<file path="src/breaker_pkg.sv">
// Behaviour
// - panel requests need local permission
// - remote requests need remote permission
// - close executes only with sync permit
// - open executes only with open interlock
// - close executes only with close interlock
// - block input stops every operation
// - external switching only masks unintended operation
// - executed request drives matching command pulse
// - pulse 100-1000 ms, early end, floor 100
// - sync missing past wait starts synchro-switch
// - sync wait 10-5000 ms; zero suppresses switch
// - each operation gives 150 ms pulse
// - status change without command flags unintended
// - filtered opened and closed outputs
// - unsettled status past wait reports intermediate
// - counter counts each operation pulse start
// - counter clears on reset request
// - state change raises a status event
// - state code 0 mid,1 off,2 on,3 bad
// - one off/on channel drives pulses
package breaker_pkg;

   localparam int CLK_PERIOD_NS = 32'h0000_0008;
   localparam int NS_PER_MS     = 32'h000F_4240;
   localparam int TICK_MS       = 32'h0000_0001;
   localparam int MS_CYCLES_DEF = TICK_MS * NS_PER_MS / CLK_PERIOD_NS;
   localparam int TICK_W        = 32'h0000_0011;
   localparam int MS_W          = 32'h0000_0010;
   localparam int CNT_W         = 32'h0000_0010;

   typedef logic [MS_W-1:0] ms_t;

   localparam ms_t PULSE_FLOOR_MS  = 16'h0064;
   localparam ms_t PULSE_MAX_MS    = 16'h03E8;
   localparam ms_t SYNCHK_MIN_MS   = 16'h000A;
   localparam ms_t SYNCHK_MAX_MS   = 16'h1388;
   localparam ms_t SYNSW_MAX_MS    = 16'hEA60;
   localparam ms_t INTERMED_MIN_MS = 16'h0014;
   localparam ms_t INTERMED_MAX_MS = 16'h01F4;
   localparam ms_t OPER_MS         = 16'h0096;

   typedef enum logic [1:0] {
      ST_INTERMEDIATE = 2'h0,
      ST_OFF          = 2'h1,
      ST_ON           = 2'h2,
      ST_BAD          = 2'h3
   } cb_state_t;

   typedef enum logic [4:0] {
      SEQ_IDLE      = 5'h01,
      SEQ_WAIT_SYNC = 5'h02,
      SEQ_SWITCH    = 5'h04,
      SEQ_OPEN      = 5'h08,
      SEQ_CLOSE     = 5'h10
   } seq_t;

   typedef struct packed {
      logic valid;
      logic close;
   } cmd_req_t;

   typedef struct packed {
      logic local_permit;
      logic remote_permit;
      logic sync_permit;
      logic open_interlock_ok;
      logic close_interlock_ok;
      logic block_operation;
   } permit_t;

   typedef struct packed {
      ms_t pulse_ms;
      ms_t synchk_ms;
      ms_t synsw_ms;
      ms_t intermed_ms;
   } settings_t;

endpackage

</file>
<file path="src/ms_timer.sv">
`timescale 1ns/100ps
module ms_timer #(
   parameter int W = 16
) (
   input  wire logic         clock,
   input  wire logic         rstn,
   input  wire logic         restart,
   input  wire logic         tick,
   output logic [W-1:0]      elapsed
);

   // saturates so a long idle never wraps back under a limit
   always_ff @(posedge clock or negedge rstn) begin
      if (!rstn) begin
         elapsed <= '0;
      end else if (restart) begin
         elapsed <= '0;
      end else if (tick && elapsed != '1) begin
         elapsed <= elapsed + 1'b1;
      end
   end

endmodule

</file>
<file path="src/breaker_command_gate.sv">
`timescale 1ns/100ps
module breaker_command_gate #(
   parameter int MS_CYCLES = breaker_pkg::MS_CYCLES_DEF
) (
   input  wire logic                   clock,
   input  wire logic                   rstn,
   input  wire breaker_pkg::cmd_req_t  panel_request,
   input  wire breaker_pkg::cmd_req_t  operate_command_channel,
   input  wire breaker_pkg::permit_t   permits,
   input  wire logic                   status_open_in,
   input  wire logic                   status_closed_in,
   input  wire logic                   external_switching,
   input  wire breaker_pkg::settings_t settings,
   input  wire logic                   count_clear,
   output logic                        open_pulse,
   output logic                        close_pulse,
   output logic                        synchro_switch_start,
   output logic                        operation_pulse,
   output logic                        unintended_operation,
   output logic                        opened,
   output logic                        closed,
   output breaker_pkg::cb_state_t      breaker_state_code,
   output logic                        state_event,
   output logic [breaker_pkg::CNT_W-1:0] operation_count
);

   function automatic breaker_pkg::ms_t clamp(
      input breaker_pkg::ms_t v,
      input breaker_pkg::ms_t lo,
      input breaker_pkg::ms_t hi
   );
      clamp = (v < lo) ? lo : ((v > hi) ? hi : v);
   endfunction

   logic [breaker_pkg::TICK_W-1:0] prescale;
   logic                           tick;
   breaker_pkg::seq_t              state;
   breaker_pkg::seq_t              next_state;
   breaker_pkg::cb_state_t         next_code;
   breaker_pkg::ms_t               seq_ms;
   breaker_pkg::ms_t               mid_ms;
   breaker_pkg::ms_t               oper_ms;
   logic                           cmd_seen;
   logic                           ext_seen;

   // 1 ms tick shared by all timers
   always_ff @(posedge clock or negedge rstn) begin
      if (!rstn) begin
         prescale <= '0;
         tick     <= 1'b0;
      end else if (prescale == breaker_pkg::TICK_W'(MS_CYCLES - 1)) begin
         prescale <= '0;
         tick     <= 1'b1;
      end else begin
         prescale <= prescale + 1'b1;
         tick     <= 1'b0;
      end
   end

   // settings held to their ranges; pulse below 100 ms is raised to it
   wire breaker_pkg::ms_t pulse_eff = clamp(settings.pulse_ms,
      breaker_pkg::PULSE_FLOOR_MS, breaker_pkg::PULSE_MAX_MS);
   wire breaker_pkg::ms_t synchk_eff = clamp(settings.synchk_ms,
      breaker_pkg::SYNCHK_MIN_MS, breaker_pkg::SYNCHK_MAX_MS);
   wire breaker_pkg::ms_t synsw_eff = clamp(settings.synsw_ms,
      16'h0000, breaker_pkg::SYNSW_MAX_MS);
   wire breaker_pkg::ms_t intermed_eff = clamp(settings.intermed_ms,
      breaker_pkg::INTERMED_MIN_MS, breaker_pkg::INTERMED_MAX_MS);

   // panel wins when both sources ask in one cycle
   wire use_panel = panel_request.valid;
   wire breaker_pkg::cmd_req_t req =
      use_panel ? panel_request : operate_command_channel;
   wire req_valid = panel_request.valid | operate_command_channel.valid;
   wire src_ok = use_panel ? permits.local_permit
                           : permits.remote_permit;
   wire gate_ok = req_valid && src_ok && !permits.block_operation;
   wire open_ok = gate_ok && !req.close
                  && permits.open_interlock_ok;
   wire close_ok = gate_ok && req.close
                   && permits.close_interlock_ok;
   wire close_hold = permits.close_interlock_ok
                     && !permits.block_operation;
   wire open_done = status_open_in && !status_closed_in;
   wire close_done = status_closed_in && !status_open_in;
   wire seq_restart = next_state != state;
   wire pulse_floor = seq_ms > breaker_pkg::PULSE_FLOOR_MS;
   wire idle_expired = state == breaker_pkg::SEQ_IDLE && seq_ms > pulse_eff;

   always_comb begin
      next_state = state;
      case (state)
         breaker_pkg::SEQ_IDLE: begin
            if (open_ok) begin
               next_state = breaker_pkg::SEQ_OPEN;
            end else if (close_ok && permits.sync_permit) begin
               next_state = breaker_pkg::SEQ_CLOSE;
            end else if (close_ok) begin
               next_state = breaker_pkg::SEQ_WAIT_SYNC;
            end
         end
         breaker_pkg::SEQ_WAIT_SYNC: begin
            if (!close_hold) begin
               next_state = breaker_pkg::SEQ_IDLE;
            end else if (permits.sync_permit) begin
               next_state = breaker_pkg::SEQ_CLOSE;
            end else if (seq_ms > synchk_eff) begin
               // zero switch wait means give up quietly
               next_state = (synsw_eff != 16'h0000)
                  ? breaker_pkg::SEQ_SWITCH
                  : breaker_pkg::SEQ_IDLE;
            end
         end
         breaker_pkg::SEQ_SWITCH: begin
            if (!close_hold || seq_ms > synsw_eff) begin
               next_state = breaker_pkg::SEQ_IDLE;
            end else if (permits.sync_permit) begin
               next_state = breaker_pkg::SEQ_CLOSE;
            end
         end
         breaker_pkg::SEQ_OPEN: begin
            if (permits.block_operation || seq_ms > pulse_eff
                || (pulse_floor && open_done)) begin
               next_state = breaker_pkg::SEQ_IDLE;
            end
         end
         breaker_pkg::SEQ_CLOSE: begin
            if (permits.block_operation || seq_ms > pulse_eff
                || (pulse_floor && close_done)) begin
               next_state = breaker_pkg::SEQ_IDLE;
            end
         end
         default: begin
            next_state = breaker_pkg::SEQ_IDLE;
         end
      endcase
   end

   ms_timer #(.W(breaker_pkg::MS_W)) seq_timer (
      .clock   (clock),
      .rstn    (rstn),
      .restart (seq_restart),
      .tick    (tick),
      .elapsed (seq_ms)
   );

   always_ff @(posedge clock or negedge rstn) begin
      if (!rstn) begin
         state                <= breaker_pkg::SEQ_IDLE;
         open_pulse           <= 1'b0;
         close_pulse          <= 1'b0;
         synchro_switch_start <= 1'b0;
      end else begin
         state                <= next_state;
         open_pulse           <= next_state == breaker_pkg::SEQ_OPEN;
         close_pulse          <= next_state == breaker_pkg::SEQ_CLOSE;
         synchro_switch_start <= next_state == breaker_pkg::SEQ_SWITCH;
      end
   end

   // status filter: a lone intermediate code is held until its wait runs out
   wire breaker_pkg::cb_state_t raw_code =
      breaker_pkg::cb_state_t'({status_closed_in, status_open_in});
   wire mid_restart = raw_code != breaker_pkg::ST_INTERMEDIATE;

   ms_timer #(.W(breaker_pkg::MS_W)) mid_timer (
      .clock   (clock),
      .rstn    (rstn),
      .restart (mid_restart),
      .tick    (tick),
      .elapsed (mid_ms)
   );

   always_comb begin
      if (mid_restart) begin
         next_code = raw_code;
      end else if (mid_ms > intermed_eff) begin
         next_code = breaker_pkg::ST_INTERMEDIATE;
      end else begin
         next_code = breaker_state_code;
      end
   end

   always_ff @(posedge clock or negedge rstn) begin
      if (!rstn) begin
         breaker_state_code <= breaker_pkg::ST_INTERMEDIATE;
         state_event        <= 1'b0;
         opened             <= 1'b0;
         closed             <= 1'b0;
      end else begin
         breaker_state_code <= next_code;
         state_event        <= next_code != breaker_state_code;
         opened             <= next_code == breaker_pkg::ST_OFF;
         closed             <= next_code == breaker_pkg::ST_ON;
      end
   end

   // an operation is a filtered move between off and on
   wire oper_event =
      (breaker_state_code == breaker_pkg::ST_OFF
       && next_code == breaker_pkg::ST_ON)
      || (breaker_state_code == breaker_pkg::ST_ON
       && next_code == breaker_pkg::ST_OFF);
   wire oper_start = oper_event && !operation_pulse;
   wire cmd_now = next_state == breaker_pkg::SEQ_OPEN
                  || next_state == breaker_pkg::SEQ_CLOSE;

   ms_timer #(.W(breaker_pkg::MS_W)) oper_timer (
      .clock   (clock),
      .rstn    (rstn),
      .restart (oper_event),
      .tick    (tick),
      .elapsed (oper_ms)
   );

   always_ff @(posedge clock or negedge rstn) begin
      if (!rstn) begin
         operation_pulse <= 1'b0;
      end else if (oper_event) begin
         operation_pulse <= 1'b1;
      end else if (oper_ms > breaker_pkg::OPER_MS) begin
         operation_pulse <= 1'b0;
      end
   end

   // a clear in the same cycle as a start still counts the start
   always_ff @(posedge clock or negedge rstn) begin
      if (!rstn) begin
         operation_count <= '0;
      end else if (oper_start) begin
         operation_count <= count_clear ? breaker_pkg::CNT_W'(1)
                          : operation_count + 1'b1;
      end else if (count_clear) begin
         operation_count <= '0;
      end
   end

   // commands stay credited one pulse length after the sequence idles,
   // so a slow breaker is not flagged; set wins over expiry
   always_ff @(posedge clock or negedge rstn) begin
      if (!rstn) begin
         cmd_seen <= 1'b0;
         ext_seen <= 1'b0;
      end else begin
         cmd_seen <= cmd_now
                     || (cmd_seen && !oper_event && !idle_expired);
         ext_seen <= external_switching
                     || (ext_seen && !oper_event && !idle_expired);
      end
   end

   always_ff @(posedge clock or negedge rstn) begin
      if (!rstn) begin
         unintended_operation <= 1'b0;
      end else if (oper_event) begin
         unintended_operation <= !(cmd_seen || cmd_now || ext_seen
                                   || external_switching);
      end
   end
endmodule

</file>
<file path="config.mk">
export PLATFORM = sky130hd
export DESIGN_NAME = breaker_command_gate
export DESIGN_NICKNAME = d
export VERILOG_FILES = /design/src/breaker_pkg.sv /design/src/ms_timer.sv /design/src/breaker_command_gate.sv
export SDC_FILE = /design/constraint.sdc
export NUM_CORES = 1
export LEC_CHECK = 0
export BUFFER_PORTS_ARGS = -buffer_cell sky130_fd_sc_hd__buf_2
export CORE_UTILIZATION = 40
export DETAILED_ROUTE_END_ITERATION = 7
export PLACE_DENSITY_LB_ADDON = 0.2
export SLEW_MARGIN = 25
export SYNTH_ARGS = -nofsm -noshare
export SYNTH_HDL_FRONTEND = slang
export SYNTH_SLANG_ARGS = --single-unit
</file>
<file path="constraint.sdc">
create_clock -name clock -period 2.6 [get_ports clock]
set_input_delay 0.26 -clock clock [delete_from_list [all_inputs] [get_ports clock]]
set_output_delay 0.26 -clock clock [all_outputs]
set_load 0.02 [all_outputs]
</file>
==> metrics, run 1 <==
Fillers 1,538; clock-pin slew on the worst setup and hold paths 60 ps; Synth Flop Type dfrtp_1; Setup WS post-layout -813 ps; global routing met3 resource utilization 0.0293; Psw 1.03 mW; dominant cell type by area after synthesis dfrtp_1; Overflow after GRT 0; Die H 135 µm; Initial Util 0.409; drt wl/cell 14.5 µm; Int Power 2.68 mW; Top Family by Delay on Critical Path compound AO/OA/AOI/OAI gates; area delta synth->final 39.3%; Mean Syn Cell Area 8.85 µm²; Reg area 2480 µm²; clock network power share 0.367; post-synthesis sequential area ratio 0.352; Logic pwr share 0.197; Power Density 378 nW/µm²; number of cells after detailed placement 1,250; synth top area cells dfrtp_1, ha_1, nor2_1; critical path class input port to flip-flop; Port-buffer cells 105; worst hold-check path type input port to flip-flop; Async S/R FF share, synth 1.00; Netlist Area Pre-Place 7050 µm²; CP max FO 8; max-cap violation count 0; Sw Share 0.277; number of global-route vias before repair 6,424; Yosys cell types 67; io pins 106; placed wire-length estimate 14,000 µm; Non-Filler Instances 1,275; maximum VDD drop 291 µV; row count 48; share of post-route cells with drive strength above 1 0.327; Clock Tree Buf Depth 2; GRT busiest layer met2; Worst Path Buf+Inv 3; number of diodes 0; Post-Synthesis Cells 796; ANT nets after route 0; setup TNS -13,220 ps; WP data arrival 3680 ps; clk_lat worst skew 350 ps; footprint of the multi-input gates 5040 µm²; delay of the slowest cell on the worst path 350 ps; CTS root buf clkbuf_16; RSZ-0062 raised after global routing true; Initial DRC Count 388; die footprint 18,100 µm²; met1 usage 0.298; R2R setup slack -370 ps; WL final 18,500 µm; Final Setup Violations 23; status finished with violations; number of enable flip-flop cells after synthesis 0; Pins Over Slew Limit 0; Worst Setup Start Kind input port; TritonCTS sink count 99; area share of the largest cell type after synthesis 0.348; timing-limited maximum frequency 293 MHz; 1st-pass router iterations 5; global-route wire length before repair 31,000 µm; min Tclk post-route 3410 ps; CP max-delay cell a221o_1; crit end category flip-flop; Worst Path Required 2870 ps; Die X 135 µm; power consumption 3.71 mW; DR vias 6,712; total CTS buffers 9; Total GRT Usage 0.212; routed vias/inst 5.26; CTS H-tree depth 3; crit-path cells buf_8 > o21ai_2 > nor4b_4 > a21oi_2 > o31ai_2 > nand2_2 > buf_6 > nor2_4 > ha_4 > a21oi_2 > o21ai_2 > a221o_1 > o31a_1 > a311o_1 > o31ai_4 > o2111ai_4 > buf_12 > nor3_2; Synth Warn # 0; largest net degree at the start of global routing 48; GRT met2 Usage 0.342; dpl ws -1160 ps; Flop pwr share 0.436; DRC violations left 0; Worst Max-Slew Pin Slew 603 ps; Max-slew headroom 0.598; failing checks setup timing; Pleak 4.62 nW; TritonCTS clock tree built; Final nets 1,196; Core Area 17,200 µm²; Yosys reg bits 99; clk_skew 9.22 ps; worst hold slack 158 ps; Final Hold Vio Count 0; initial antenna violation count 0; final critical-path share of the clock period 1.31; gpl congestion 0.957
[layer usage]
| layer | part of all wire | wire (µm) |
|---|---|---|
| met2 | 0.46 | 8590 |
| met5 | 0 | 0 |
| met3 | 0.038 | 705 |
| met4 | 0.014 | 264 |
| met1 | 0.48 | 8980 |
[cells by family (layout without fill, tap and decap cells)]
logic type / Yosys count / in the layout / share of synthesized area
AND/OR/NAND/NOR: 378 / 378 / 0.276
AO/OA/AOI/OAI: 143 / 143 / 0.137
flip-flops: 99 / 99 / 0.352
adder cells (fa/ha/maj): 71 / 71 / 0.126
XOR/XNOR: 67 / 67 / 0.0833
buffers and inverters: 32 / 271 / 0.0183
multiplexers: 5 / 5 / 0.00710
other: 1 / 16 / 0.000532
[worst register-to-register path: stages (launching register included)]
cell       delay (ps)
dfrtp_1           500
buf_4             210
or4_4             520
nor3_2            170
a31oi_1           130
nor4b_2           360
o221ai_4          180
o31ai_4           280
o2111ai_4         190
buf_12            210
nor3_2            160
[registers in the layout, indices dropped and copies added (netlist names), 2 cells and up]
name	count
oper_timer.elapsed	16
seq_timer.elapsed	16
breaker_state_code	2
prescale	17
state	5
operation_count	16
mid_timer.elapsed	16
[path summary, 6_finish.rpt]
check | from | end | cells past startpoint
max reg2reg | seq_timer.elapsed[7] | seq_timer.elapsed[14] | 10
min in group asynchronous | rstn | operation_count[2] | 2
min | external_switching | ext_seen | 2
max in group asynchronous | rstn | oper_timer.elapsed[8] | 3
min reg2reg | ext_seen | ext_seen | 1
max | settings[34] | seq_timer.elapsed[14] | 18
[stage by stage]
stage / instance area [µm²] / util
after floorplan: 7230 / -
after global placement: 8910 / 0.517
after detailed placement: 8910 / 0.517
after CTS: 9530 / 0.553
after global routing: 9820 / 0.570
final: 9820 / 0.570
[layout make-up]
cell class                      instances  share of cell area
Multi-Input combinational cell        680               0.514
Sequential cell                        99               0.252
Timing Repair Buffer                  236               0.166
Tap cell                              225              0.0287
Clock buffer                           13              0.0255
Inverter                               19             0.00879
Clock inverter                          3             0.00484
[cell usage after synthesis (3+ instances only)]
cell type / n
nor2_2: 10
nor4b_1: 3
inv_1: 19
xor2_1: 36
o21ai_0: 32
a21boi_0: 3
nor4_1: 12
nor2b_1: 16
o211ai_1: 4
nor2_1: 101
nand2b_1: 7
o31ai_1: 4
a21oi_1: 39
xnor2_1: 31
dfrtp_1: 98
a31o_2: 4
and4_1: 11
a21o_1: 14
mux2i_1: 5
nand3b_1: 3
clkbuf_1: 11
ha_1: 71
and2_1: 9
nand4_1: 30
nor3_1: 20
o311ai_0: 3
a31oi_1: 5
o31a_1: 4
nand2_1: 75
a211oi_1: 4
nand3_1: 47
and3_1: 12
o21a_1: 6
or3_1: 8
[what timing repair did]
action,4_1_cts,5_1_grt
pin swaps,28,42
hold endpoints to repair,44,0
setup buffers,7,3
hold buffers,1,0
endpoints found under the setup margin,25,27
cloned,1,0
gates resized for setup,47,61
[power by group through the flow]
stage / clock network, mW / registers, mW / logic [mW]
global placement: 0 / 1.65 / 0.594
global route: 1.45 / 1.62 / 0.793
CTS: 1.40 / 1.62 / 0.713
finish: 1.36 / 1.62 / 0.731
floorplan: 0 / 1.65 / 0.297
detailed placement: 0 / 1.65 / 0.601
[placed cells by master, fill, tap and decap left out, drive strengths merged, types with 5 or more instances in the layout]
cell type,instances
clkbuf,14
and3,12
o21ai,32
o21a,6
nand3,47
conb,16
a21o,14
inv,19
buf,234
a31oi,5
dfrtp,98
nor2b,16
nor4b,5
or3,8
nand4,30
o31ai,5
nand2,75
a21oi,40
mux2i,5
and4,11
xor2,36
nor4,13
nand2b,7
and2,9
xnor2,31
ha,71
nor2,111
nor3,21
(Power assumes the default switching activity.)
==> run 2, diff against run 1 <==
--- a/config.mk
+++ b/config.mk
@@ -5,9 +5,9 @@
 export SDC_FILE = /design/constraint.sdc
 export NUM_CORES = 1
 export LEC_CHECK = 0
-export BUFFER_PORTS_ARGS = -buffer_cell sky130_fd_sc_hd__buf_2
 export CORE_UTILIZATION = 40
 export DETAILED_ROUTE_END_ITERATION = 7
+export DONT_BUFFER_PORTS = 1
 export PLACE_DENSITY_LB_ADDON = 0.2
 export SLEW_MARGIN = 25
 export SYNTH_ARGS = -nofsm -noshare
==> run 2 against run 1 <==
Effect of this change:
- critical path type unchanged
- non-clock buffer count is 133 lower
- global-route usage is 1.2 points lower
- largest power group unchanged
- fmax is 6.7% higher
- clock-buffer cell count is 3 lower
- the run still ends with setup timing left
- sequential share of layout area is 2.5 points higher
- critical path depth is 1 lower
- via count is 7.1% lower
- combinational power is 25% lower
==> metrics, run 2 (synthesis gave the netlist of run 1 again) <==
WL final 17,600 µm; Worst Setup Start Kind input port; 1st-pass router iterations 4; io pins 106; DRC violations left 0; maximum VDD drop 447 µV; Fillers 1,597; timing-limited maximum frequency 313 MHz; Final Hold Vio Count 0; Max-slew headroom 0.596; Initial Util 0.409; Largest register FFs 17; total CTS buffers 9; share of post-route cells with drive strength above 1 0.218; WP data arrival 3490 ps; number of global-route vias before repair 5,985; die footprint 18,100 µm²; max-cap violation count 0; gpl congestion 0.835; global-route wire length before repair 28,900 µm; most frequent cells in the layout dfrtp_1, buf_4, nor2_1, nand2_1, ha_1; routed vias/inst 5.46; Initial DRC Count 324; Pleak 3.92 nW; setup TNS -9420 ps; largest register by flop count prescale; Clock Tree Buf Depth 2; beginning of the worst hold path external_switching; hold path depth 1; clk_lat worst skew 350 ps; Top Family by Delay on Critical Path compound AO/OA/AOI/OAI gates; Overflow after GRT 0; placed wire-length estimate 13,100 µm; Setup WS post-layout -598 ps; min Tclk post-route 3200 ps; drt wl/cell 15.4 µm; r2r endpoint seq_timer.elapsed[11]; Final Setup Violations 18; Pins Over Slew Limit 0; Die H 135 µm; CTS root buf clkbuf_16; final critical-path share of the clock period 1.23; TritonCTS sink count 99; CP max FO 8; clock-pin slew on the worst setup and hold paths 70 ps; Power Density 398 nW/µm²; Final nets 1,063; ANT nets after route 0; worst hold slack 12.3 ps; delay of the slowest cell on the worst path 340 ps; area delta synth->final 26.8%; largest net degree at the start of global routing 100; R2R setup slack -320 ps; row count 48; R2R cell count 11; CTS H-tree depth 3; Worst Path Required 2890 ps; worst hold-check path type input port to flip-flop; Total GRT Usage 0.201; power consumption 3.55 mW; TritonCTS clock tree built; Core Area 17,200 µm²; crit end category flip-flop; RSZ-0062 raised after global routing true; number of diodes 0; Die X 135 µm; Worst Max-Slew Pin Slew 603 ps; status finished with violations; DR vias 6,235; commonest non-fill, non-tap cell in the layout dfrtp_1; failing checks setup timing; critical path class input port to flip-flop; CP startpoint settings[34]; CP max-delay cell a221o_1; crit-path cells o21ai_4 > nor4b_4 > a21oi_2 > o31ai_2 > nand2_2 > buf_6 > nor2_4 > ha_4 > a21oi_2 > o21ai_2 > a221o_1 > o31a_1 > a311o_1 > o31ai_4 > o2111ai_4 > clkbuf_16 > nor2_4; Port-buffer cells 0; Worst Path Buf+Inv 2; initial antenna violation count 0; Worst R2R Start seq_timer.elapsed[14]; Hold Path Sink ext_seen; clk_skew 10.3 ps
## run 2: cell count changes in the layout (fill, tap and decap cells not counted), sizes merged
| cell | change |
|---|---|
| buf | -135 |
| clkbuf | -3 |
| clkinv | -2 |
| clkinvlp | +3 |
| dlygate4sd3 | +2 |
| inv | +1 |
## run 2: stage by stage
stage           util  cells  cell area [µm²]  worst slack, ps
2_1_floorplan      -    811             7230             -824
3_3_place_gp   0.473   1115             8160             -962
3_5_place_dp   0.473   1115             8160            -1060
4_1_cts        0.499   1137             8610             -624
5_1_grt        0.518   1141             8930             -823
6_report       0.518   1141             8930             -598
## run 2: power breakdown
part	internal, mW	leakage (nW)	switching [mW]
clock	0.748	0.133	0.615
sequential	1.58	1.34	0.0665
combinational	0.232	2.45	0.314
## run 2: cell type report
cell class / instances / area (µm²) / share of cell area
Tap cell: 225 / 282 / 0.0315
Clock inverter: 5 / 63.8 / 0.00714
Sequential cell: 99 / 2480 / 0.278
Timing Repair Buffer: 103 / 842 / 0.0943
Multi-Input combinational cell: 680 / 4950 / 0.554
Clock buffer: 10 / 229 / 0.0256
Inverter: 19 / 86.3 / 0.00967
## run 2: what timing repair did
item	4_1_cts	5_1_grt
buffers inserted	4	4
endpoints found under the hold margin	117	0
gates cloned	0	1
hold buffers	4	0
pin swaps	7	14
endpoints found under the setup margin	21	29
gates resized for setup	15	56
## run 2: worst max-delay path by stage
| stage | endpoint | slack (ps) | cells after the start |
|---|---|---|---|
| 2_1_floorplan | seq_timer.elapsed[8] | -820 | 17 |
| 6_report | seq_timer.elapsed[11] | -600 | 17 |
| 3_3_place_gp | seq_timer.elapsed[14] | -960 | 17 |
| 5_1_grt | seq_timer.elapsed[7] | -820 | 17 |
| 3_5_place_dp | seq_timer.elapsed[12] | -1060 | 17 |
| 4_1_cts | seq_timer.elapsed[12] | -620 | 17 |
## run 2: layer usage
| metal | part of all wire | GRT usage | up-vias | routed length [µm] |
|---|---|---|---|---|
| li1 | - | - | 3097 | - |
| met1 | 0.47 | 0.261 | 2996 | 8260 |
| met2 | 0.48 | 0.344 | 132 | 8430 |
| met3 | 0.042 | 0.0379 | 10 | 748 |
| met4 | 0.0091 | 0.0456 | 0 | 161 |
| met5 | 0 | 0 | - | 0 |
==> run 3, diff against run 2 <==
--- a/config.mk
+++ b/config.mk
@@ -8,7 +8,9 @@
 export CORE_UTILIZATION = 40
 export DETAILED_ROUTE_END_ITERATION = 7
 export DONT_BUFFER_PORTS = 1
+export HOLD_SLACK_MARGIN = 0.08
 export PLACE_DENSITY_LB_ADDON = 0.2
+export REMOVE_ABC_BUFFERS = 1
 export SLEW_MARGIN = 25
 export SYNTH_ARGS = -nofsm -noshare
 export SYNTH_HDL_FRONTEND = slang
==> constraint.sdc (replaced) <==
create_clock -name clock -period 4 [get_ports clock]
set_input_delay 0.4 -clock clock [delete_from_list [all_inputs] [get_ports clock]]
set_output_delay 0.4 -clock clock [all_outputs]
set_load 0.02 [all_outputs]
==> run 3 against run 2 <==
Effect of this change:
- the flow now finishes without violations
- clock power is 36% lower
- clock-buffer cell count is 3 higher
- worst setup slack better by 1000 ps
- die area stayed put
- first-iteration DRC count is 23% lower
- largest cell class unchanged
- largest power group unchanged
==> metrics, run 3 (synthesis gave the netlist of run 1 again) <==
Final nets 971; Initial Util 0.409; status complete, no violations; r2r endpoint seq_timer.elapsed[2]; dpl ws -142 ps; Initial DRC Count 248; DR vias 5,734; placed instance area 7410 µm²; drt wl/cell 14.8 µm; gpl congestion 0.836; Core Area 17,200 µm²; Overflow after GRT 0; critical path class input port to flip-flop; routed vias/inst 5.46; CTS H-tree depth 3; WP data arrival 3870 ps; power consumption 2.20 mW; Max-slew headroom 0.407; Hold Path Sink operation_count[5]; beginning of the worst hold path count_clear; Final Setup Violations 0; Port-buffer cells 0; number of global-route vias before repair 5,488; number of cells after detailed placement 1,032; DRC violations left 0; Pins Over Slew Limit 0; clk_lat worst skew 340 ps; Clock Tree Buf Depth 2; initial antenna violation count 0; placed wire-length estimate 11,600 µm; final instance area 7750 µm²; 1st-pass router iterations 7; timing-limited maximum frequency 278 MHz; commonest non-fill, non-tap cell in the layout nor2_1; Pleak 3.42 nW; R2R cell count 11; Die X 135 µm; TritonCTS clock tree built; Worst Path Required 4270 ps; crit-path cells o21ai_0 > nor4b_2 > a21oi_1 > o31ai_1 > nand2_1 > nor2_1 > nand2_1 > ha_1 > a21oi_1 > o21ai_0 > a221o_1 > o31a_1 > a311o_1 > o31ai_4 > o2111ai_4 > buf_12 > nor2_1; ANT nets after route 0; delay of the slowest cell on the worst path 350 ps; clk_skew 7.70 ps; row count 48; Total GRT Usage 0.180; hold path depth 1; clock-pin slew on the worst setup and hold paths 70 ps; R2R setup slack 880 ps; Power Density 284 nW/µm²; final critical-path share of the clock period 0.898; max-cap violation count 0; Worst Setup Start Kind input port; share of post-route cells with drive strength above 1 0.0618; die footprint 18,100 µm²; area delta synth->final 9.94%; worst hold-check path type input port to flip-flop; Worst Max-Slew Pin Slew 883 ps; total CTS buffers 9; min Tclk post-route 3590 ps; WL final 15,600 µm; maximum VDD drop 233 µV; Final Hold Vio Count 0; crit end category flip-flop; CP startpoint settings[34]; number of diodes 0; RSZ-0062 raised after global routing false; global-route wire length before repair 26,200 µm; CTS root buf clkbuf_16; Die H 135 µm; Non-Filler Instances 1,050; TritonCTS sink count 99; CP max FO 9; CP max-delay cell a221o_1; largest net degree at the start of global routing 100; largest register by flop count prescale; most frequent cells in the layout nor2_1, dfrtp_1, nand2_1, ha_1, nand3_1; Largest register FFs 17; Worst R2R Start seq_timer.elapsed[0]; io pins 106; Setup WS post-layout 407 ps
## run 3: cell count changes in the layout (fill, tap and decap cells not counted), moves of 4 or more
| cell | before | now |
|---|---|---|
| a21oi_1 | 31 | 39 |
| a21oi_2 | 9 | 1 |
| buf_4 | 94 | 8 |
| ha_1 | 65 | 71 |
| ha_4 | 5 | 0 |
| nand2_1 | 69 | 75 |
| nand2_2 | 6 | 0 |
| nand3_1 | 42 | 47 |
| nor2_1 | 93 | 101 |
| nor2_2 | 4 | 10 |
| nor2_4 | 14 | 0 |
| nor3_1 | 15 | 20 |
| nor4_1 | 8 | 12 |
| o21ai_0 | 26 | 32 |
## run 3: worst max-delay path, delay by kind of cell
kind / cells / cell delay (ps)
AO/OA/AOI/OAI: 10 / 2140
adder cells (fa/ha/maj): 1 / 290
buffers and inverters: 1 / 220
AND/OR/NAND/NOR: 5 / 800
## run 3: where the power goes
group	switching [mW]	internal (mW)	leakage [nW]
registers	0.0471	1.02	1.34
clock network	0.367	0.505	0.140
logic	0.147	0.109	1.93
total	0.561	1.64	3.42
## run 3: per-layer routing
metal,global-route usage,wire length (µm),vias up
met3,0.0357,665,16
met5,0,0,-
met1,0.244,7500,2665
met4,0.0512,300,0
met2,0.289,7100,128
li1,-,-,2925
## run 3: final cells by class
class | count | area [µm²]
clock buffers | 13 | 250
clock inverters | 3 | 46.3
fillers | 1655 | 9490
inverters | 19 | 71.3
multi-input cells | 680 | 4500
flip-flops and latches | 99 | 2480
well taps | 225 | 282
repair buffers | 11 | 118
## run 3: worst max path at each step
stage / end / slack [ps] / depth (start not counted)
floorplan: seq_timer.elapsed[12] / 90 / 16
global placement: seq_timer.elapsed[2] / -30 / 17
detailed placement: seq_timer.elapsed[2] / -140 / 17
CTS: seq_timer.elapsed[2] / 190 / 17
global route: seq_timer.elapsed[3] / 80 / 17
finish: seq_timer.elapsed[2] / 410 / 17
## run 3: what timing repair did
action                     4_1_cts  5_1_grt
hold endpoints to repair        99        0
setup endpoints to repair        0       13
gates resized for setup          0        1
buffers inserted                 0        0
hold buffers                     2        0
## run 3: through the flow
step,util,TNS (ps),hold WS [ps]
2_1_floorplan,-,0,104
3_3_place_gp,0.430,-263,106
3_5_place_dp,0.430,-1700,106
4_1_cts,0.449,0,98.0
5_1_grt,0.449,0,90.2
6_report,0.449,0,113
